==> config.mk <==
export PLATFORM = sky130hd
export DESIGN_NAME = attitude_word_transmitter
export DESIGN_NICKNAME = d
export VERILOG_FILES = /design/src/logic/awt_pkg.sv /design/src/logic/awt_word_if.sv /design/src/logic/awt_word_builder.sv /design/src/logic/awt_timeout.sv /design/src/logic/attitude_word_transmitter.sv
export VERILOG_INCLUDE_DIRS = /design/src /design/src/logic
export SDC_FILE = /design/constraint.sdc
export NUM_CORES = 1
export LEC_CHECK = 0
export BUFFER_PORTS_ARGS = -buffer_cell sky130_fd_sc_hd__buf_2
export CORE_AREA = 2 2 212 214
export CTS_CLUSTER_DIAMETER = 60
export CTS_CLUSTER_SIZE = 10
export DETAILED_ROUTE_END_ITERATION = 10
export DIE_AREA = 0 0 214 216
export PLACE_DENSITY = 0.55
export REMOVE_ABC_BUFFERS = 1
export SLEW_MARGIN = 0
export SYNTH_ARGS = -nofsm -noshare
export SYNTH_HDL_FRONTEND = slang
export SYNTH_HIERARCHICAL = 1
export SYNTH_SLANG_ARGS = --single-unit
==> constraint.sdc <==
create_clock -name clk -period 6.8 [get_ports clk]
set_input_delay 2.04 -clock clk [delete_from_list [all_inputs] [get_ports clk]]
set_output_delay 2.04 -clock clk [all_outputs]
set_load 0.01 [all_outputs]
==> src/logic/awt_regs.svh <==
`ifndef AWT_REGS_SVH
`define AWT_REGS_SVH

// register indices on the plain register port
`define AWT_ADDR_CTRL 4'h0
`define AWT_ADDR_STATUS 4'h1
`define AWT_ADDR_CFG_PITCH 4'h2
`define AWT_ADDR_CFG_ROLL 4'h3
`define AWT_ADDR_CFG_PRATE 4'h4
`define AWT_ADDR_CFG_RRATE 4'h5
`define AWT_ADDR_PITCH_ANGLE 4'h6
`define AWT_ADDR_ROLL_ANGLE 4'h7
`define AWT_ADDR_PITCH_RATE 4'h8
`define AWT_ADDR_ROLL_RATE 4'h9

// control fields
`define AWT_CTRL_EN 0
`define AWT_CTRL_CHAN 1
`define AWT_CTRL_RATE_LSB 2
`define AWT_CTRL_RATE_MSB 3

// word configuration fields
`define AWT_CFG_LABEL_LSB 0
`define AWT_CFG_LABEL_MSB 7
`define AWT_CFG_MATRIX_LSB 8
`define AWT_CFG_MATRIX_MSB 9
`define AWT_CFG_PARITY 10

// status fields
`define AWT_STAT_BUSY 0
`define AWT_STAT_WORD_LSB 1
`define AWT_STAT_WORD_MSB 2
`define AWT_STAT_PITCH_TO 3
`define AWT_STAT_ROLL_TO 4
`define AWT_STAT_PENDING 5

// reset values
`define AWT_RST_LABEL 8'h00
`define AWT_RST_ANGLE 15'h0000
`define AWT_RST_RATE 9'h000

// timing
`define AWT_CLK_PERIOD_NS 4
`define AWT_BIT_PERIOD_NS 80600
`define AWT_INTERVAL_20_US 50000
`define AWT_INTERVAL_100_US 10000
`define AWT_INTERVAL_150_US 6670
`define AWT_ANGLE_TIMEOUT_MS 1000

`endif

==> src/logic/awt_pkg.sv <==
package awt_pkg;

    typedef enum logic [0:0] {
        AWT_IDLE = 1'b0,
        AWT_SEND = 1'b1
    } awt_tx_state_t;

    typedef enum logic [1:0] {
        AWT_W_PITCH = 2'b00,
        AWT_W_ROLL = 2'b01,
        AWT_W_PRATE = 2'b10,
        AWT_W_RRATE = 2'b11
    } awt_word_t;

    typedef enum logic [1:0] {
        AWT_RATE_20 = 2'b00,
        AWT_RATE_100 = 2'b01,
        AWT_RATE_150 = 2'b10
    } awt_rate_sel_t;

    // bit 0 goes to word bit 30, bit 1 to word bit 31
    typedef enum logic [1:0] {
        AWT_MX_WARNING = 2'b00,
        AWT_MX_SECOND_STATUS = 2'b01,
        AWT_MX_FUNCTIONAL_CHECK = 2'b10,
        AWT_MX_NORMAL_OPERATION = 2'b11
    } awt_matrix_t;

    typedef struct packed {
        logic armed;
        logic [31:0] cnt;
        logic expire;
    } awt_to_state_t;

    typedef struct packed {
        awt_tx_state_t state;
        logic en;
        logic chanSel;
        logic [1:0] rateSel;
        logic [3:0][7:0] label;
        logic [3:0][1:0] matrix;
        logic [3:0] parOdd;
        logic [14:0] pitchAngle;
        logic [14:0] rollAngle;
        logic [8:0] pitchRate;
        logic [8:0] rollRate;
        logic [1:0] toFlag;
        logic [31:0] intervalCnt;
        logic pending;
        logic [31:0] bitTimer;
        logic [4:0] bitIdx;
        logic [1:0] wordIdx;
        logic [31:0] shift;
        logic txChan;
        logic [1:0] hi;
        logic [1:0] lo;
        logic [31:0] rdata;
    } awt_top_state_t;

endpackage

==> src/logic/awt_word_if.sv <==
`timescale 1ns/1ns
interface awt_word_if;
    logic isRate;
    logic [7:0] label;
    logic [1:0] matrix;
    logic parityOdd;
    logic [14:0] angle;
    logic [8:0] rate;
    logic [31:0] word;

    modport src(output isRate, output label, output matrix, output parityOdd,
                output angle, output rate, input word);
    modport bld(input isRate, input label, input matrix, input parityOdd,
                input angle, input rate, output word);
endinterface

==> src/logic/awt_word_builder.sv <==
`timescale 1ns/1ns
module awt_word_builder (
    awt_word_if.bld fi // word fields in, assembled word out
);
    logic [31:0] w;

    always_comb begin
        w = '0;
        for (int i = 0; i < 8; i++) begin
            w[i] = fi.label[7 - i];
        end
        if (fi.isRate) begin
            w[28:20] = fi.rate;
        end else begin
            w[28:14] = fi.angle;
        end
        w[29] = fi.matrix[0];
        w[30] = fi.matrix[1];
        // odd parity makes the whole word hold an odd count of ones
        w[31] = fi.parityOdd ? ~(^w[30:0]) : (^w[30:0]);
    end

    assign fi.word = w;
endmodule

==> src/logic/awt_timeout.sv <==
`timescale 1ns/1ns
module awt_timeout #(
    parameter int unsigned CYC = 250000000
) (
    input wire logic clk, // system clock
    input wire logic sys_rst, // synchronous reset, high
    input wire logic reload, // angle freshly written
    output logic expire // one-cycle pulse when the angle goes stale
);
    awt_pkg::awt_to_state_t s;
    awt_pkg::awt_to_state_t n;

    always_comb begin
        n = s;
        n.expire = 1'b0;
        if (reload) begin
            n.armed = 1'b1;
            n.cnt = '0;
        end else if (s.armed) begin
            if (s.cnt == CYC - 1) begin
                n.armed = 1'b0;
                n.expire = 1'b1;
            end else begin
                n.cnt = s.cnt + 32'h1;
            end
        end
    end

    always_ff @(posedge clk) begin
        if (sys_rst) begin
            s <= '0;
        end else begin
            s <= n;
        end
    end

    assign expire = s.expire;
endmodule

==> src/logic/attitude_word_transmitter.sv <==
`timescale 1ns/1ns
`include "awt_regs.svh"
// Operation
// - while enabled, repeat a group of pitch, roll, pitch rate, roll rate words
// - rate setting 20 gives 50 ms between like words; 100 and 150 (10, 6.67 ms) are shorter than a 128-bit group, so groups run back to back
// - bits 30 and 31 carry the status matrix code
// - angle words carry two's complement angle in bits 15 to 29
// - bits 1 to 8 carry the octal label, label MSB in bit 1
// - angle words hold bits 9 to 14 low
// - rate words hold bits 9 to 20 low
// - bit 32 gives odd or even parity over the whole word
// - rate words carry two's complement rate in bits 21 to 29
// - rate returns to zero when its axis angle times out
// - transmit condition off stops all words, bus idle
// - channel select routes the word stream to channel 0 or 1
module attitude_word_transmitter #(
    parameter int unsigned BIT_CYC = `AWT_BIT_PERIOD_NS / `AWT_CLK_PERIOD_NS,
    parameter int unsigned INT20_CYC = `AWT_INTERVAL_20_US * 1000 / `AWT_CLK_PERIOD_NS,
    parameter int unsigned INT100_CYC = `AWT_INTERVAL_100_US * 1000 / `AWT_CLK_PERIOD_NS,
    parameter int unsigned INT150_CYC = `AWT_INTERVAL_150_US * 1000 / `AWT_CLK_PERIOD_NS,
    parameter int unsigned TIMEOUT_CYC =
        `AWT_ANGLE_TIMEOUT_MS * 1000000 / `AWT_CLK_PERIOD_NS
) (
    input wire logic clk, // 250 MHz system clock
    input wire logic sys_rst, // synchronous reset, high
    input wire logic [3:0] regAddr, // register index
    input wire logic [31:0] regWdata, // write data
    input wire logic regWr, // write strobe
    input wire logic regRd, // read strobe
    output logic [31:0] regRdata, // read data, cycle after strobe
    output logic [1:0] lineHi, // per channel: high half of a one bit
    output logic [1:0] lineLo, // per channel: high half of a zero bit
    output logic txActive // group in progress
);
    awt_pkg::awt_top_state_t s;
    awt_pkg::awt_top_state_t n;

    logic pitchExpire;
    logic rollExpire;
    logic pitchReload;
    logic rollReload;
    logic [1:0] buildSel;
    logic [31:0] intervalLast;

    awt_word_if wordIf ();

    awt_word_builder u_builder (
        .fi(wordIf.bld)
    );

    awt_timeout #(.CYC(TIMEOUT_CYC)) u_pitch_to (
        .clk(clk),
        .sys_rst(sys_rst),
        .reload(pitchReload),
        .expire(pitchExpire)
    );

    awt_timeout #(.CYC(TIMEOUT_CYC)) u_roll_to (
        .clk(clk),
        .sys_rst(sys_rst),
        .reload(rollReload),
        .expire(rollExpire)
    );

    assign pitchReload = regWr && (regAddr == `AWT_ADDR_PITCH_ANGLE);
    assign rollReload = regWr && (regAddr == `AWT_ADDR_ROLL_ANGLE);

    // the builder always prepares the word that the shifter loads next
    assign buildSel = (s.state == awt_pkg::AWT_IDLE) ? 2'b00 : 2'(s.wordIdx + 2'b01);

    always_comb begin
        wordIf.isRate = buildSel[1];
        wordIf.label = s.label[buildSel];
        wordIf.matrix = s.matrix[buildSel];
        wordIf.parityOdd = s.parOdd[buildSel];
        wordIf.angle = buildSel[0] ? s.rollAngle : s.pitchAngle;
        wordIf.rate = buildSel[0] ? s.rollRate : s.pitchRate;
    end

    always_comb begin
        case (s.rateSel)
            awt_pkg::AWT_RATE_100: intervalLast = INT100_CYC - 1;
            awt_pkg::AWT_RATE_150: intervalLast = INT150_CYC - 1;
            default: intervalLast = INT20_CYC - 1;
        endcase
    end

    always_comb begin
        n = s;
        n.rdata = '0;

        // stale angle drops its rate back to zero
        if (pitchExpire) begin
            n.pitchRate = `AWT_RST_RATE;
        end
        if (rollExpire) begin
            n.rollRate = `AWT_RST_RATE;
        end

        if (regWr) begin
            case (regAddr)
                `AWT_ADDR_CTRL: begin
                    n.en = regWdata[`AWT_CTRL_EN];
                    n.chanSel = regWdata[`AWT_CTRL_CHAN];
                    n.rateSel = regWdata[`AWT_CTRL_RATE_MSB:`AWT_CTRL_RATE_LSB];
                end
                `AWT_ADDR_CFG_PITCH, `AWT_ADDR_CFG_ROLL,
                `AWT_ADDR_CFG_PRATE, `AWT_ADDR_CFG_RRATE: begin
                    n.label[regAddr[1:0] - 2'b10] =
                        regWdata[`AWT_CFG_LABEL_MSB:`AWT_CFG_LABEL_LSB];
                    n.matrix[regAddr[1:0] - 2'b10] =
                        regWdata[`AWT_CFG_MATRIX_MSB:`AWT_CFG_MATRIX_LSB];
                    n.parOdd[regAddr[1:0] - 2'b10] = regWdata[`AWT_CFG_PARITY];
                end
                `AWT_ADDR_PITCH_ANGLE: begin
                    n.pitchAngle = regWdata[14:0];
                    n.toFlag[0] = 1'b0;
                end
                `AWT_ADDR_ROLL_ANGLE: begin
                    n.rollAngle = regWdata[14:0];
                    n.toFlag[1] = 1'b0;
                end
                // a fresh rate from software outranks a timeout in the same cycle
                `AWT_ADDR_PITCH_RATE: n.pitchRate = regWdata[8:0];
                `AWT_ADDR_ROLL_RATE: n.rollRate = regWdata[8:0];
                default: begin
                end
            endcase
        end

        // set wins over the clear done by an angle write
        if (pitchExpire) begin
            n.toFlag[0] = 1'b1;
        end
        if (rollExpire) begin
            n.toFlag[1] = 1'b1;
        end

        if (regRd) begin
            case (regAddr)
                `AWT_ADDR_CTRL: begin
                    n.rdata[`AWT_CTRL_EN] = s.en;
                    n.rdata[`AWT_CTRL_CHAN] = s.chanSel;
                    n.rdata[`AWT_CTRL_RATE_MSB:`AWT_CTRL_RATE_LSB] = s.rateSel;
                end
                `AWT_ADDR_STATUS: begin
                    n.rdata[`AWT_STAT_BUSY] = (s.state == awt_pkg::AWT_SEND);
                    n.rdata[`AWT_STAT_WORD_MSB:`AWT_STAT_WORD_LSB] = s.wordIdx;
                    n.rdata[`AWT_STAT_PITCH_TO] = s.toFlag[0];
                    n.rdata[`AWT_STAT_ROLL_TO] = s.toFlag[1];
                    n.rdata[`AWT_STAT_PENDING] = s.pending;
                end
                `AWT_ADDR_CFG_PITCH, `AWT_ADDR_CFG_ROLL,
                `AWT_ADDR_CFG_PRATE, `AWT_ADDR_CFG_RRATE: begin
                    n.rdata[`AWT_CFG_LABEL_MSB:`AWT_CFG_LABEL_LSB] =
                        s.label[regAddr[1:0] - 2'b10];
                    n.rdata[`AWT_CFG_MATRIX_MSB:`AWT_CFG_MATRIX_LSB] =
                        s.matrix[regAddr[1:0] - 2'b10];
                    n.rdata[`AWT_CFG_PARITY] = s.parOdd[regAddr[1:0] - 2'b10];
                end
                `AWT_ADDR_PITCH_ANGLE: n.rdata[14:0] = s.pitchAngle;
                `AWT_ADDR_ROLL_ANGLE: n.rdata[14:0] = s.rollAngle;
                `AWT_ADDR_PITCH_RATE: n.rdata[8:0] = s.pitchRate;
                `AWT_ADDR_ROLL_RATE: n.rdata[8:0] = s.rollRate;
                default: n.rdata = '0;
            endcase
        end

        // group pacing; disabled means the first group goes out at once on enable
        if (!s.en) begin
            n.intervalCnt = '0;
            n.pending = 1'b1;
        end else if (s.intervalCnt >= intervalLast) begin
            n.intervalCnt = '0;
            n.pending = 1'b1;
        end else begin
            n.intervalCnt = s.intervalCnt + 32'h1;
        end

        case (s.state)
            awt_pkg::AWT_IDLE: begin
                if (s.en && s.pending) begin
                    n.state = awt_pkg::AWT_SEND;
                    n.pending = 1'b0;
                    n.wordIdx = 2'b00;
                    n.bitIdx = 5'h00;
                    n.bitTimer = '0;
                    n.shift = wordIf.word;
                    // channel is latched per group so a word never splits
                    n.txChan = s.chanSel;
                end
            end
            awt_pkg::AWT_SEND: begin
                if (!s.en) begin
                    n.state = awt_pkg::AWT_IDLE;
                end else if (s.bitTimer == BIT_CYC - 1) begin
                    n.bitTimer = '0;
                    if (s.bitIdx == 5'h1f) begin
                        n.bitIdx = 5'h00;
                        if (s.wordIdx == 2'b11) begin
                            n.state = awt_pkg::AWT_IDLE;
                        end else begin
                            n.wordIdx = 2'(s.wordIdx + 2'b01);
                            n.shift = wordIf.word;
                        end
                    end else begin
                        n.bitIdx = 5'(s.bitIdx + 5'h01);
                        n.shift = {1'b0, s.shift[31:1]};
                    end
                end else begin
                    n.bitTimer = s.bitTimer + 32'h1;
                end
            end
            default: begin
                n.state = awt_pkg::AWT_IDLE;
            end
        endcase

        // return-to-zero line: first half of each bit marks its value, then null
        n.hi = 2'b00;
        n.lo = 2'b00;
        if (n.state == awt_pkg::AWT_SEND && n.bitTimer < BIT_CYC / 2) begin
            n.hi[n.txChan] = n.shift[0];
            n.lo[n.txChan] = ~n.shift[0];
        end
    end

    always_ff @(posedge clk) begin
        if (sys_rst) begin
            s <= '0;
        end else begin
            s <= n;
        end
    end

    assign regRdata = s.rdata;
    assign lineHi = s.hi;
    assign lineLo = s.lo;
    assign txActive = (s.state == awt_pkg::AWT_SEND);
endmodule

# ---- Yosys cells after proc, flatten, opt, wreduce, memory -nomap -nowiden
# Cells that the tools add are included.
dict set report totals {
  ram_bits 0
  latchBits 0
  regBits 308
  mem_count 0
  output_inout_bits 37
  input_bits 40
  rom_bits 0
}
dict set report op_classes {
  n_bitwise 12
  n_reduce_logical 31
  n_lt_le_gt_ge 7
  n_mux 73
  n_div 0
  mul 0
  addsub 7
  shift 0
  n_eq_ne 22
}
# op n
set ops {}
lappend ops {{71-bit case mux with 2 select lines} 1}
lappend ops {{32-bit by 1-bit adder with 32-bit output (second input constant)} 4}
lappend ops {{32-bit 2-to-1 mux} 4}
lappend ops {{34-bit 2-to-1 mux} 3}
lappend ops {{73-bit 2-to-1 mux} 1}
lappend ops {{71-bit 2-to-1 mux} 1}
lappend ops {{33-bit 2-to-1 mux} 2}
lappend ops {{32-bit by 28-bit == test with 1-bit output (second input constant)} 2}
lappend ops {{9-bit 2-to-1 mux} 6}
lappend ops {{24-bit case mux with 2 select lines} 1}
lappend ops {{39-bit 2-to-1 mux} 1}
lappend ops {{8-bit binary-select mux with 2-bit select} 2}
lappend ops {{32-bit bitwise mux} 1}
lappend ops {{32-bit by 15-bit == test with 1-bit output (second input constant)} 1}
lappend ops {{32-bit >= comparator} 1}
lappend ops {{32-bit by 14-bit less-than comparator with 1-bit output (second input constant)} 1}
lappend ops {{31-bit parity} 1}
lappend ops {{4-bit case mux with 7 select lines} 1}
lappend ops {{8-bit 2-to-1 mux} 3}
lappend ops {{1-bit 2-to-1 mux} 22}
lappend ops {{20-bit 2-to-1 mux} 1}
lappend ops {{8-bit demux with 2-bit select} 1}
lappend ops {{4-bit by 3-bit == test with 1-bit output (second input constant)} 4}
lappend ops {{2-bit AND reduction} 8}
lappend ops {{other kinds (43)} 79}

# ---- Logic depth before layout (Yosys ltp)
dict set report depth {
  depth_word 16
  mapped_depth 14
  depth_no_buf 12
}

# ---- Cells and area by module
# Netlist, hierarchy kept.
# mod instances cells_each seq_area_each_um2 area_per_inst_um2
set modules_own_cells {}
lappend modules_own_cells {attitude_word_transmitter 1 1429 4464.3 11330.9}
lappend modules_own_cells {{awt_timeout at u_pitch_to} 1 205 680.7 1727.9}
lappend modules_own_cells {{awt_timeout at u_roll_to} 1 189 680.7 1680.4}
lappend modules_own_cells {awt_word_builder 1 58 0.0 524.3}

# ---- Least setup slack after synthesis
# OpenSTA, ideal clock, no wires.
dict set report synth_path {
  kind {input-to-reg}
  startpoint {in regAddr[1]}
  endpoint {reg u_pitch_to/s[15] (netlist name)}
  arrival_time_ns 4.387
  setup_time_ns 0.128
  cell_stages 12
  n_path_buf 5
  required_time_ns 6.672
  path_slack_ns 2.286
  path_cell_list {clkbuf_1 > nand2_1 > or2_2 > clkbuf_1 > nor2_1 > nand2_1 > inv_1 > buf_1 > or2_2 > clkbuf_1 > clkbuf_1 > nor2_1}
}
dict set report synth_between {
  elab_chain_cells 3
}
# item line_no
set synth_lines {}
lappend synth_lines {{start: declaration} attitude_word_transmitter.sv:26} ;# input wire logic [3:0] regAddr,
lappend synth_lines {{4-bit by 3-bit == test with 1-bit output} -}
lappend synth_lines {{1-bit logical AND} attitude_word_transmitter.sv:65} ;# assign pitchReload = regWr && (regAddr == `AWT_ADDR_PITCH_ANGLE);
lappend synth_lines {{via pitchReload} attitude_word_transmitter.sv:40} ;# logic pitchReload;
lappend synth_lines {{2-bit OR reduction (no line)} -}
lappend synth_lines {{end signal: assignment} awt_timeout.sv:33} ;# s <= n;
lappend synth_lines {{end: declaration} awt_timeout.sv:10} ;# awt_pkg::awt_to_state_t s;
# The timed path passes the listed nets, and every way through them passes these cells.
# A chain may end at the register's enable or synchronous reset.

# ---- Worst setup path in the final report
dict set report layout_path {
  startpoint {in regAddr[1]}
  endpoint {reg u_pitch_to/s[1] (netlist name)}
}
dict set report layout_between {
  elab_chain_cells 3
}
# item line_no
set layout_lines {}
lappend layout_lines {{4-bit by 3-bit == test with 1-bit output} -}
lappend layout_lines {{1-bit logical AND} attitude_word_transmitter.sv:65}
lappend layout_lines {{2-bit OR reduction (no line)} -}
# No other way between the ends.

==> metrics.txt <==
fin cells=2443; post-DR wirelength/cell=17.3 um; die area=46200 um2; CTS Buf Count=37; total iterations of the first detailed-routing run=6; CTS tree=done; DR DRC count=0; Post-DP HPWL=27.9 mm; global route overflow=0; CP startpoint kind=input port; DRT antenna net count=0; GRT Total Usage=0.180; setup bufs post-CTS=0; layout cell share with drive strength beyond 1=0.100; RSZ-0062 raised after global routing=false; Vias=13166; # diodes=0; Die Y-Extent=216 um; Root Buffer=clkbuf_16; Crit. Startpoint=regAddr[1]; worst skew pair latency=0.54 ns; CP max FO=29; r2r setup slk=3.09 ns; Cell Rows=77; count of final hold-check violations=0; CP required=7.21 ns; vias in the first global route=12337; mapped cell area=15300 um2; Ports=77; routability congestion estimate=0.919; Max Cap Viol=0; Cell Area, Placed=15600 um2; crit path capture=u_pitch_to/s[1]; post-synth top area share=0.382; Syn Area/Cell=8.11 um2; Setup-failing EPs final=0; Critical Path End Type=register; final net count=1908; leakage=5.84 nW; first-pass GRT wire length=68.0 mm; Post-Synthesis Cells=1881; hold crit path type=register to register; setup TNS=0 ns; final slew viol count=0; FF-to-FF Start=s[69]; Commonest cells post-synth=350 x nand2_1, 291 x dfxtp_1, 164 x a21oi_1, 164 x nor2_1, 83 x clkbuf_1; number of I/O port buffers=42; PwrDens=224 nW/um2; Die X=214 um; FF-to-FF path depth=12; Design Area, Final=16700 um2; CTS Buffer Depth=3; H-tree depth=2; Ys Warns=6; post-route minimum period=4.13 ns; Initial Utilization=0.348; initial antenna violation count=0; fmax=0.242 GHz; RR Endpoint=s[68]; Clock Sink Count=291; ys async rst share=0; initial drt markers=1153; EDFF count, synth=0; leading cell type by number of instances after synthesis=nand2_1; clock transition at the registers of the reported paths=0.05 ns; arrival time worst endpoint=4.55 ns; Most used DFF post-synth=dfxtp_1; sequential fraction of the synthesis area=0.382; synth top area cells=dfxtp_1 38%, nand2_1 8.6%, a21oi_1 5.4%, nor2_1 4.0%, buf_4 2.8%; status=finished clean; # hold bufs at CTS=0; Synth Register Bits=291; dominant cell type by area after synthesis=dfxtp_1; critical path class=input port to register; Inst Count DP=2394; Worst IR Drop VDD=150 uV; max_slew headroom=0.221; post-route clock period utilization=0.608; synth unique cells=94; core area=43800 um2; routed wire length=42.3 mm; area grow syn2layout=9.39%; cts repair resizes=0; Worst Skew=0.0316 ns; Slew @ Worst Pin=1.17 ns; pin count of the biggest net entering global routing=71; Avg Vias per Cell=5.39
-- cell type report --
type,count,area (um2)
Clock buffer,42,1010
Clock inverter,7,118
Fill cell,4509,27100
Inverter,26,97.6
Multi-Input combinational cell,1423,8540
Sequential cell,291,5830
Tap cell,592,741
Timing Repair Buffer,62,367
-- logic make-up after synthesis --
logic type	count (synthesis)	synth area share
XOR/XNOR	97	0.0584
adder cells (fa/ha/maj)	27	0.0221
AND/OR/NAND/NOR	877	0.288
flip-flops	291	0.382
AO/OA/AOI/OAI	335	0.135
other	2	0.000492
multiplexers	57	0.0475
buffers and inverters	195	0.0665
-- cells in the final DEF (no fill, tap or decap), drive strengths merged, types with 9 or more instances in the layout --
| cell | n |
|---|---|
| a211oi | 19 |
| a21oi | 166 |
| a221oi | 9 |
| a22oi | 32 |
| a31oi | 15 |
| and2 | 11 |
| and3 | 25 |
| and4 | 9 |
| buf | 62 |
| clkbuf | 42 |
| conb | 30 |
| dfxtp | 291 |
| ha | 27 |
| inv | 27 |
| mux2 | 10 |
| mux2i | 36 |
| mux4 | 11 |
| nand2 | 350 |
| nand3 | 62 |
| nand3b | 21 |
| nand4 | 62 |
| nor2 | 165 |
| nor2b | 25 |
| nor3 | 29 |
| nor4 | 38 |
| nor4b | 9 |
| o21ai | 40 |
| or2 | 9 |
| or3 | 32 |
| or4 | 12 |
| xnor2 | 48 |
| xor2 | 46 |
-- flip-flops by register name, indices dropped and copies added (netlist names) --
signal             flops
lineHi                 2
lineLo                 2
s                    203
txActive               1
u_pitch_to/s          33
regRdata              15
u_pitch_to/expire      1
u_roll_to/expire       1
u_roll_to/s           33
-- power by group --
part           internal, mW  switching (mW)
clock network          1.15           0.731
logic                0.0390          0.0941
registers              1.72         0.00934
-- through the flow --
step	power (mW)	worst slack (ns)	utilization	hold slack (ns)
after global routing	3.87	2.46	0.381	0.474
after floorplan	1.82	2.67	-	0.413
after global placement	1.89	2.19	0.355	0.424
after detailed placement	1.89	2.17	0.355	0.447
final	3.74	2.67	0.381	0.444
after CTS	3.79	2.72	0.381	0.452
-- how the worst min path moves through the flow --
stage	startpoint	to	slack [ns]	cells past startpoint
after detailed placement	s[47]	s[46]	0.45	2
after floorplan	s[109]	s[109]	0.41	1
final	s[48]	s[47]	0.44	2
after CTS	s[44]	s[43]	0.45	2
after global placement	s[109]	s[109]	0.42	1
after global routing	s[47]	s[46]	0.47	2
-- critical path, cell delays in order --
cell     delay (ns)
buf_2          0.53
nand2_1        0.14
or2_2          0.43
nor2_1         0.31
nand2_1        0.22
inv_1          0.11
or2_2          0.50
or4_1          0.19
o21ai_1        0.05
-- routing by layer --
metal	vias to the layer above	wire length, um	part of all wire	GRT usage
met4	0	1460	0.035	0.0718
met2	396	19400	0.46	0.291
met1	6231	18900	0.45	0.239
met3	85	2520	0.060	0.0292
met5	-	0	0	0
li1	6454	-	-	-
No activity file was read; power rests on OpenSTA's default activity.
